### config.mk
export PLATFORM = sky130hd
export DESIGN_NAME = opsq_sequencer
export DESIGN_NICKNAME = d
export VERILOG_FILES = /design/src/opsq_timebase.v /design/src/opsq_sequencer.v
export VERILOG_INCLUDE_DIRS = /design/src
export SDC_FILE = /design/constraint.sdc
export NUM_CORES = 1
export LEC_CHECK = 0
export BUFFER_PORTS_ARGS = -buffer_cell sky130_fd_sc_hd__buf_4
export CORE_MARGIN = 2
export CORE_UTILIZATION = 51
export DETAILED_ROUTE_END_ITERATION = 10
export PLACE_DENSITY_LB_ADDON = 0.3
export SLEW_MARGIN = 0
export SYNTH_ARGS = -nofsm -noshare
export SYNTH_HDL_FRONTEND = slang
export SYNTH_SLANG_ARGS = --single-unit
### constraint.sdc
create_clock -name sys_clk -period 1.6 [get_ports sys_clk]
set_input_delay 0.08 -clock sys_clk [delete_from_list [all_inputs] [get_ports sys_clk]]
set_output_delay 0.08 -clock sys_clk [all_outputs]
set_load 0.03 [all_outputs]
### src/opsq_defines.vh
`ifndef OPSQ_DEFINES_VH
`define OPSQ_DEFINES_VH

// apb register byte offsets
`define OPSQ_CTRL_OFF         12'h000
`define OPSQ_SW6_OFF          12'h004
`define OPSQ_SW3_OFF          12'h008
`define OPSQ_SHB2_OFF         12'h00C
`define OPSQ_SHAUX_OFF        12'h010
`define OPSQ_STAT_OFF         12'h014

// ctrl fields
`define OPSQ_CTRL_CFG_BIT     0
`define OPSQ_CTRL_GRP_BIT     1
`define OPSQ_CTRL_RST         2'h0

// code field positions
`define OPSQ_CODE_W           8
`define OPSQ_SW6_HI_LSB       0
`define OPSQ_SW6_LO_LSB       8
`define OPSQ_SW6_SLP_LSB      16
`define OPSQ_SW3_ACT_LSB      0
`define OPSQ_SW3_SLP_LSB      8
`define OPSQ_SW3_SLPEN_BIT    16

// factory default codes (10 mV steps from 0.41 V for switcher six)
`define OPSQ_SW6_HI_RST       8'h6D
`define OPSQ_SW6_LO_RST       8'h4F
`define OPSQ_SW6_SLP_RST      8'h45
`define OPSQ_SW3_ACT_RST      8'h1C
`define OPSQ_SW3_SLP_RST      8'h18
`define OPSQ_SW3_SLPEN_RST    1'h1
`define OPSQ_AUX1_RST         8'h10

// timing
`define OPSQ_CLK_HZ           50000000
`define OPSQ_TICK_US          1000
`define OPSQ_TICK_CYC         ((`OPSQ_CLK_HZ / 1000000) * `OPSQ_TICK_US)
`define OPSQ_STEP_MS          2
`define OPSQ_STEP_TICKS       (`OPSQ_STEP_MS * 1000 / `OPSQ_TICK_US)
`define OPSQ_POR_MS           50
`define OPSQ_POR_TICKS        (`OPSQ_POR_MS * 1000 / `OPSQ_TICK_US)

// sequencing shape
`define OPSQ_NSTAGE           5
`define OPSQ_NSYNC            11

`endif

### src/opsq_timebase.v
`timescale 1ns/1ps
`include "opsq_defines.vh"

module opsq_timebase #(
    parameter TICK_CYC = `OPSQ_TICK_CYC
) (
    input  wire                     sys_clk,   // system clock
    input  wire                     rstn,      // async reset, active low
    input  wire [`OPSQ_NSYNC-1:0]   async_in,  // pins and power-good levels
    output wire [`OPSQ_NSYNC-1:0]   sync_out,  // synchronised levels
    output reg                      tick       // one-cycle timebase enable
);

    reg  [`OPSQ_NSYNC-1:0] meta_reg;
    reg  [`OPSQ_NSYNC-1:0] sync_reg;
    reg  [31:0]            div_reg;

    genvar gi;
    generate
        for (gi = 0; gi < `OPSQ_NSYNC; gi = gi + 1) begin : g_sync
            always @(posedge sys_clk or negedge rstn) begin
                if (!rstn) begin
                    meta_reg[gi] <= 1'b0;
                    sync_reg[gi] <= 1'b0;
                end else begin
                    meta_reg[gi] <= async_in[gi];
                    sync_reg[gi] <= meta_reg[gi];
                end
            end
        end
    endgenerate

    assign sync_out = sync_reg;

    always @(posedge sys_clk or negedge rstn) begin
        if (!rstn) begin
            div_reg <= 32'h0;
            tick    <= 1'b0;
        end else if (div_reg == TICK_CYC - 1) begin
            div_reg <= 32'h0;
            tick    <= 1'b1;
        end else begin
            div_reg <= div_reg + 32'h1;
            tick    <= 1'b0;
        end
    end

endmodule

### src/opsq_sequencer.v
`timescale 1ns/1ps
`include "opsq_defines.vh"

module opsq_sequencer #(
    parameter TICK_CYC = `OPSQ_TICK_CYC
) (
    input  wire                      sys_clk,              // 50 MHz clock
    input  wire                      rstn,                 // async reset, active low
    input  wire                      psel,                 // apb select
    input  wire                      penable,              // apb enable
    input  wire                      pwrite,               // apb direction
    input  wire [11:0]               paddr,                // apb byte address
    input  wire [31:0]               pwdata,               // apb write data
    output wire                      pready,               // apb ready
    output reg  [31:0]               prdata,               // apb read data
    output wire                      pslverr,              // apb error, unmapped
    input  wire                      seq_input_one,        // control pin 1
    input  wire                      seq_input_two,        // control pin 2
    input  wire                      seq_input_three,      // control pin 3
    input  wire                      seq_input_four,       // control pin 4
    input  wire                      seq_input_five,       // control pin 5
    input  wire                      seq_input_six,        // control pin 6
    input  wire [`OPSQ_NSTAGE-1:0]   stage_pg,             // rail group power-good
    output reg  [`OPSQ_NSTAGE-1:0]   stage_en,             // rail group enables
    output reg                       load_switch_a_en,     // load switch A enable
    output reg  [7:0]                switcher_six_code,    // switcher six voltage code
    output reg  [7:0]                switcher_three_code,  // switcher three voltage code
    output reg  [7:0]                aux_linear_one_code,  // aux linear one voltage code
    output wire                      status_out_one_o,     // open drain, always 0
    output reg                       status_out_one_oe,    // pulls pin low
    output wire                      status_out_three_o,   // open drain, always 0
    output reg                       status_out_three_oe,  // pulls pin low
    output wire                      status_out_four_o,    // open drain, always 0
    output reg                       status_out_four_oe    // pulls pin low
);

    wire [`OPSQ_NSYNC-1:0]  raw_in;
    wire [`OPSQ_NSYNC-1:0]  syn;
    wire                    tick;
    wire                    in1;
    wire                    in2;
    wire                    in3;
    wire                    in4;
    wire                    in5;
    wire                    in6;
    wire [`OPSQ_NSTAGE-1:0] pg;

    reg  [1:0]              ctrl_reg;
    reg  [23:0]             sw6_reg;
    reg  [16:0]             sw3_reg;
    reg  [7:0]              aux1_reg;
    reg                     in4_d_reg;
    reg                     run_reg;
    reg  [7:0]              por_cnt_reg;
    reg  [`OPSQ_NSTAGE-1:0] run_req;
    reg  [`OPSQ_NSTAGE-1:0] gate_ok;
    reg  [`OPSQ_NSTAGE-1:0] prev_pg;
    reg  [`OPSQ_NSTAGE-1:0] next_pg;
    reg  [7:0]              dly_reg [0:`OPSQ_NSTAGE-1];
    reg                     hit;
    reg  [31:0]             rd_next;

    wire                    cfg_b;
    wire                    grp_en;
    wire                    wr_en;
    wire [31:0]             stat_word;
    wire [`OPSQ_NSTAGE-1:0] req_first;
    wire [`OPSQ_NSTAGE-1:0] req_second;
    wire [`OPSQ_NSTAGE-1:0] gate_first;
    wire [`OPSQ_NSTAGE-1:0] gate_second;

    assign raw_in = {stage_pg, seq_input_six, seq_input_five, seq_input_four,
                     seq_input_three, seq_input_two, seq_input_one};

    // synchronisers and the timebase tick enable
    opsq_timebase #(
        .TICK_CYC (TICK_CYC)
    ) u_tb (
        .sys_clk  (sys_clk),
        .rstn     (rstn),
        .async_in (raw_in),
        .sync_out (syn),
        .tick     (tick)
    );

    assign in1 = syn[0];
    assign in2 = syn[1];
    assign in3 = syn[2];
    assign in4 = syn[3];
    assign in5 = syn[4];
    assign in6 = syn[5];
    assign pg  = syn[10:6];

    assign cfg_b  = ctrl_reg[`OPSQ_CTRL_CFG_BIT];
    assign grp_en = ctrl_reg[`OPSQ_CTRL_GRP_BIT];

    // apb slave, zero wait states
    assign pready  = 1'b1;
    assign wr_en   = psel && penable && pwrite;
    assign pslverr = psel && penable && !hit;

    // read-only status word, upper bits read zero
    assign stat_word = {11'h0,
                        status_out_four_oe,
                        status_out_three_oe,
                        status_out_one_oe,
                        load_switch_a_en,
                        run_reg,
                        pg,
                        stage_en,
                        syn[5:0]};

    // read mux, unmapped offsets flag pslverr
    always @* begin
        hit     = 1'b1;
        rd_next = 32'h0;
        case (paddr)
            `OPSQ_CTRL_OFF:  rd_next = {30'h0, ctrl_reg};
            `OPSQ_SW6_OFF:   rd_next = {8'h0, sw6_reg};
            `OPSQ_SW3_OFF:   rd_next = {15'h0, sw3_reg};
            `OPSQ_SHB2_OFF:  rd_next = 32'h0;
            `OPSQ_SHAUX_OFF: rd_next = {24'h0, aux1_reg};
            `OPSQ_STAT_OFF:  rd_next = stat_word;
            default:         hit = 1'b0;
        endcase
    end

    always @(posedge sys_clk or negedge rstn) begin
        if (!rstn) begin
            ctrl_reg <= `OPSQ_CTRL_RST;
            sw6_reg  <= {`OPSQ_SW6_SLP_RST, `OPSQ_SW6_LO_RST, `OPSQ_SW6_HI_RST};
            sw3_reg  <= {`OPSQ_SW3_SLPEN_RST, `OPSQ_SW3_SLP_RST, `OPSQ_SW3_ACT_RST};
            aux1_reg <= `OPSQ_AUX1_RST;
        end else begin
            if (wr_en) begin
                case (paddr)
                    `OPSQ_CTRL_OFF:  ctrl_reg <= pwdata[1:0];
                    `OPSQ_SW6_OFF:   sw6_reg  <= pwdata[23:0];
                    `OPSQ_SW3_OFF:   sw3_reg  <= pwdata[16:0];
                    `OPSQ_SHAUX_OFF: aux1_reg <= pwdata[7:0];
                    default:         ctrl_reg <= ctrl_reg;
                endcase
            end
        end
    end

    // read data captured in the setup cycle, stands through access
    always @(posedge sys_clk or negedge rstn) begin
        if (!rstn) begin
            prdata <= 32'h0;
        end else if (psel && !penable && !pwrite) begin
            prdata <= rd_next;
        end
    end

    // second config start: latched on rising input four, dropped when it falls
    always @(posedge sys_clk or negedge rstn) begin
        if (!rstn) begin
            in4_d_reg <= 1'b0;
            run_reg   <= 1'b0;
        end else begin
            in4_d_reg <= in4;
            if (!in4) begin
                run_reg <= 1'b0;
            end else if (!in4_d_reg) begin
                run_reg <= 1'b1;
            end
        end
    end

    // per-stage request (main start) and gate (independent input) terms
    assign req_first   = {{(`OPSQ_NSTAGE-1){in1 && in6}}, in1};
    assign gate_first  = {(grp_en ? in4 : 1'b1), {(`OPSQ_NSTAGE-1){1'b1}}};
    assign req_second  = {`OPSQ_NSTAGE{run_reg && in1}};
    assign gate_second = {1'b1, in5, in3, 2'h3};

    always @* begin
        if (!cfg_b) begin
            run_req = req_first;
            gate_ok = gate_first;
        end else begin
            run_req = req_second;
            gate_ok = gate_second;
        end
        prev_pg = {pg[`OPSQ_NSTAGE-2:0], 1'b1};
        next_pg = {1'b0, pg[`OPSQ_NSTAGE-1:1]};
    end

    // stage k rises a step after its upstream is good, falls in reverse order
    genvar gs;
    generate
        for (gs = 0; gs < `OPSQ_NSTAGE; gs = gs + 1) begin : g_stage
            always @(posedge sys_clk or negedge rstn) begin
                if (!rstn) begin
                    stage_en[gs] <= 1'b0;
                    dly_reg[gs]  <= 8'h0;
                end else if (!gate_ok[gs]) begin
                    stage_en[gs] <= 1'b0;
                    dly_reg[gs]  <= 8'h0;
                end else if (run_req[gs] && prev_pg[gs]) begin
                    if (dly_reg[gs] >= `OPSQ_STEP_TICKS) begin
                        stage_en[gs] <= 1'b1;
                    end else if (tick) begin
                        dly_reg[gs] <= dly_reg[gs] + 8'h1;
                    end
                end else begin
                    dly_reg[gs] <= 8'h0;
                    if (!run_req[gs] && !next_pg[gs]) begin
                        stage_en[gs] <= 1'b0;
                    end else if (run_req[gs] && !prev_pg[gs]) begin
                        stage_en[gs] <= 1'b0;
                    end
                end
            end
        end
    endgenerate

    // host reset release delay counted in ticks
    always @(posedge sys_clk or negedge rstn) begin
        if (!rstn) begin
            por_cnt_reg <= 8'h0;
        end else if (!in1) begin
            por_cnt_reg <= 8'h0;
        end else if (tick && por_cnt_reg < `OPSQ_POR_TICKS) begin
            por_cnt_reg <= por_cnt_reg + 8'h1;
        end
    end

    assign status_out_one_o   = 1'b0;
    assign status_out_three_o = 1'b0;
    assign status_out_four_o  = 1'b0;

    // load switch A follows input five in the first config, input two in the second
    always @(posedge sys_clk or negedge rstn) begin
        if (!rstn) begin
            load_switch_a_en <= 1'b0;
        end else if (!cfg_b) begin
            load_switch_a_en <= in5;
        end else begin
            load_switch_a_en <= in2;
        end
    end

    // voltage codes picked from the software-writable code registers
    always @(posedge sys_clk or negedge rstn) begin
        if (!rstn) begin
            switcher_six_code   <= `OPSQ_SW6_LO_RST;
            switcher_three_code <= `OPSQ_SW3_ACT_RST;
            aux_linear_one_code <= `OPSQ_AUX1_RST;
        end else begin
            aux_linear_one_code <= aux1_reg;
            if (!cfg_b) begin
                if (in3) begin
                    switcher_six_code <= sw6_reg[`OPSQ_SW6_SLP_LSB +: 8];
                end else if (in2) begin
                    switcher_six_code <= sw6_reg[`OPSQ_SW6_HI_LSB +: 8];
                end else begin
                    switcher_six_code <= sw6_reg[`OPSQ_SW6_LO_LSB +: 8];
                end
                switcher_three_code <= sw3_reg[`OPSQ_SW3_ACT_LSB +: 8];
            end else begin
                switcher_six_code <= sw6_reg[`OPSQ_SW6_LO_LSB +: 8];
                if (in6 && sw3_reg[`OPSQ_SW3_SLPEN_BIT]) begin
                    switcher_three_code <= sw3_reg[`OPSQ_SW3_SLP_LSB +: 8];
                end else begin
                    switcher_three_code <= sw3_reg[`OPSQ_SW3_ACT_LSB +: 8];
                end
            end
        end
    end

    // open-drain status pulls, high while the pin is held low
    always @(posedge sys_clk or negedge rstn) begin
        if (!rstn) begin
            status_out_one_oe   <= 1'b1;
            status_out_three_oe <= 1'b1;
            status_out_four_oe  <= 1'b1;
        end else if (!cfg_b) begin
            status_out_one_oe   <= !pg[0];
            status_out_three_oe <= !pg[1];
            status_out_four_oe  <= !pg[4];
        end else begin
            status_out_one_oe   <= !(pg[2] && in3);
            status_out_four_oe  <= !(pg[3] && in5);
            status_out_three_oe <= !in1 || (por_cnt_reg < `OPSQ_POR_TICKS);
        end
    end

endmodule

==> PnR_summary.wiki <==
{| class="wikitable"
! Metric !! Value
|-
| Switching power summed over all nets || 2500 uW
|-
| Final hold violation count || 0
|-
| Total clock buffers created by CTS || 23
|-
| Half-perimeter wire length after detailed placement || roughly 16,000 um
|-
| Final setup violating endpoints || 5
|-
| Global-route track usage on met3 || 5.07%
|-
| Max-capacitance violation count || 0
|-
| Net count reported at finish || 1,031
|-
| Mean number of vias per cell || roughly 5.5
|-
| Post-synthesis sequential area ratio || 59.7%
|-
| Global routing's busiest layer || met2
|-
| Classification of the worst setup path || reg -> reg
|-
| Transition time at the pin with the least slew margin || 0.591 ns
|-
| Timing-limited maximum frequency || between 0.5 and 0.6 GHz
|-
| Violated checks || negative setup slack
|-
| Overall power after layout || between 10,000 and 15,000 uW
|-
| Category of the worst setup path capture point || register
|-
| Later-pin clock latency in the skew report || 0.51 ns
|-
| Grt met1 use || 32.1%
|-
| I/O pin count || 130
|-
| Maximum ir drop on the vdd rail || 830 uV
|-
| Crit path buf inv count || 0
|-
| Internal power summed over all cells || slightly above 9000 uW
|-
| Ordered cell list for the critical path || ha_4 -> or4_4 -> or3_4 -> xnor2_2 -> nor2_1
|-
| FILL cells || 1,221
|-
| Post-Syn Area per Cell || ~12 um^2
|-
| Overall die height || 137 um
|-
| Worst reg2reg path depth || 5
|-
| CTS tree || yes
|-
| Post-route setup slack || -0.0985 ns
|-
| Area of all placed cells without fillers || around 12,000 um^2
|-
| Area Growth Syn to Fin || 32.5%
|-
| Routed wire length || 22,900 um
|-
| Max Slew Vio Count || 0
|-
| Detail-routed net length per standard cell || between 15 and 20 um
|-
| Count of cell types in the netlist || 55
|-
| Most used DFF post-synth || dfrtp_1
|-
| Number of I/O port buffers || 109
|-
| Cells after Synth || 746
|-
| DR DRC count || 0
|-
| Deepest clock path buffer count || 3
|-
| Routed via count || 6,662
|-
| Kind of start point of the critical path || register
|-
| Worst setup skew after layout || 0.0101 ns
|-
| Clk pin slew, worst setup/hold paths || 0.06 ns
|-
| Kind of path behind the tightest hold check || in -> async
|-
| Clock share of power || 47.4%
|-
| Setup repair after global routing missed its margin || yes
|-
| Core Rows || 48
|-
| Internal reg-to-reg setup slack || -0.1 ns
|-
| Pre-CTS worst setup slack || -0.238 ns
|-
| Share of flip-flops with an asynchronous set or reset after synthesis || between 90% and 100%
|-
| Power Dens Cells || 971 nW/um^2
|-
| Worst R2R Start || dly_reg[33]
|-
| Utilization of the core after routing || 69.1%
|-
| CTS root buffer || clkbuf_16
|-
| Combinational Power Share || ~5.2%
|-
| Die span in x || 137 um
|-
| Total number of yosys warnings || 0
|-
| Maximum number of pins on one net before global-route repair || 56
|-
| Core area || 17,200 um^2
|-
| Leakage Power || 0.00554 uW
|-
| Area leader, netlist || dfrtp_1
|-
| Initial antenna violation count || 0
|-
| Pre-antenna DRT Iters || 5
|-
| Fraction of synthesized cell area taken by the top area cell type || 50.4%
|-
| Reg2Reg Capture Point || dly_reg[32]
|-
| Wire length of the first global-routing pass || 36,000 um
|-
| Clock period minus final worst setup slack || 1.70 ns
|-
| Grt met2 use || around two fifths
|-
| WP data required || slightly below 2 ns
|-
| Maximum fanout count along the critical path || 4
|-
| Flip-flop and latch count after synthesis || 213
|-
| Result of the run || complete, but fails checks
|-
| Switching power as a share of total power || 21.6%
|-
| Ratio of cells with drive above 1 in the final layout || 35.6%
|-
| Last weighted congestion value of the routability-driven placer || approximately 0.90
|-
| Gr usage total || 25.0%
|-
| Delay of the slowest critical-path stage || roughly 0.43 ns
|-
| Placed Area || 10,600 um^2
|-
| Cell with the biggest individual delay on the critical path || dfrtp_1
|-
| Top area cells in the synthesized netlist || dfrtp_1 50%, dfstp_2 9.4%, mux2_2 7.6%
|-
| Clock H-tree levels || 1
|-
| Initial Utilization || a little over half
|-
| Detailed Route Iter0 Violations || 357
|-
| Remaining antenna violation count || 0
|-
| Cell family with most CP delay || simple AND/OR/NAND/NOR gates
|-
| Number of synthesized flops with an enable pin || 0
|-
| Flip-flop count of the largest register, all copies and words added || 40
|-
| Die ar. || 18,700 um^2
|-
| Period utilization || 106%
|-
| Post-synthesis instance area || between 8000 and 9000 um^2
|-
| Headroom to the max-slew limit || 60.5%
|-
| Vias in the first global route || 6,901
|-
| Arrival @ worst endpoint || 2.09 ns
|-
| Sequential share of power || 47.4%
|-
| CTS Sinks || approximately 210
|-
| # diodes || 0
|-
| Aggregate global routing overflow || 0
|}
## repair_timing
action,4_1_cts,5_1_grt
setup endpoints to repair,18,39
endpoints found under the hold margin,243,0
resized for setup,15,19
gates cloned,0,0
pin swaps,6,9
buffers inserted,0,5
hold buffers,36,0
## worst register-to-register path: stages (launching register included)
cell     delay, ns
dfrtp_1       0.43
ha_4          0.17
or4_4         0.41
or3_4         0.37
xnor2_2       0.14
nor2_1        0.05
## cell type report
class | count | area (um^2) | share of cell area [%]
Clock buffer | 35 | 671 | 5.63
Clock inverter | 7 | 118 | 0.987
Inverter | 17 | 63.8 | 0.536
Multi-Input combinational cell | 485 | 3570 | 30.0
Sequential cell | 213 | 5370 | 45.1
Tap cell | 225 | 282 | 2.36
Timing Repair Buffer | 219 | 1840 | 15.4
## power groups by stage
| stage | logic (uW) | registers (uW) | clock network (uW) |
|---|---|---|---|
| CTS | 601 | 5480 | 5570 |
| global placement | 523 | 5570 | 0 |
| global route | 655 | 5480 | 5790 |
| detailed placement | 528 | 5570 | 0 |
| finish | 602 | 5480 | 5480 |
| floorplan | 184 | 5570 | 0 |
## Yosys cell counts, types with 4 or more instances
cell	instances
nor2_1	38
inv_1	17
or4_1	5
o21a_1	8
a22oi_1	16
nand3b_1	15
nor4_1	13
clkbuf_1	21
xnor2_1	33
and2_1	29
dfrtp_1	181
ha_1	12
a21boi_0	4
dfstp_2	32
o21ai_0	36
mux2_2	61
nor2b_1	4
a22o_1	8
buf_4	16
nand2_1	54
xor2_1	5
nand3_1	31
a221oi_1	6
nor3_1	8
and4_1	4
nand4_1	12
mux2i_1	9
a21oi_1	13
and3_1	15
## kinds of logic (layout without fill, tap and decap cells)
kind of cell             count (synthesis)  in the layout  share of synthesized area, %
XOR/XNOR                                38             38                          3.70
multiplexers                            70             70                          8.64
flip-flops                             213            213                          59.7
AO/OA/AOI/OAI                          106            106                          7.68
other                                    2             12                        0.0835
buffers and inverters                   58            278                          3.17
AND/OR/NAND/NOR                        247            247                          15.3
adder cells (fa/ha/maj)                 12             12                          1.67
## per-layer routing
layer / routed length, um / part of all wire [%]
met1: 9320 / 41
met2: 11100 / 49
met3: 1570 / 6.9
met4: 859 / 3.8
met5: 0 / 0
## cells in the final DEF (no fill, tap or decap), types with 9 or more instances in the layout
master,synthesis,final
nand3_1,31,28
ha_1,12,9
nand4_1,12,12
inv_1,17,15
mux2_2,61,53
clkbuf_16,0,23
dfstp_2,32,32
and2_1,29,29
nor2_1,38,36
nand2_1,54,54
mux2i_1,9,9
xnor2_1,33,32
dlygate4sd3_1,0,36
o21ai_0,36,36
a22oi_1,16,16
conb_1,2,12
nand3b_1,15,15
a21oi_1,13,13
buf_4,16,173
dfrtp_1,181,180
and3_1,15,14
## per-stage QoR
stage,hold slack [ns],setup TNS [ns],instances
after floorplan,-0.216,-1.08,756
after CTS,0.0449,-0.269,1196
after global placement,0.0105,-7.35,1118
final,0.0489,-0.358,1201
after global routing,0.0775,-1.30,1201
after detailed placement,0.0119,-8.55,1118
## how the worst max path moves through the flow
stage	from	cells past startpoint	slack, ns	endpoint
2_1_floorplan	paddr[9]	5	-0.09	sw3_reg[10]
3_3_place_gp	paddr[5]	6	-0.21	sw6_reg[23]
4_1_cts	dly_reg[25]	5	-0.09	dly_reg[24]
3_5_place_dp	paddr[5]	6	-0.24	sw6_reg[23]
5_1_grt	dly_reg[32]	6	-0.15	dly_reg[32]
6_report	dly_reg[33]	5	-0.1	dly_reg[32]
No activity file was read; power rests on OpenSTA's default activity.
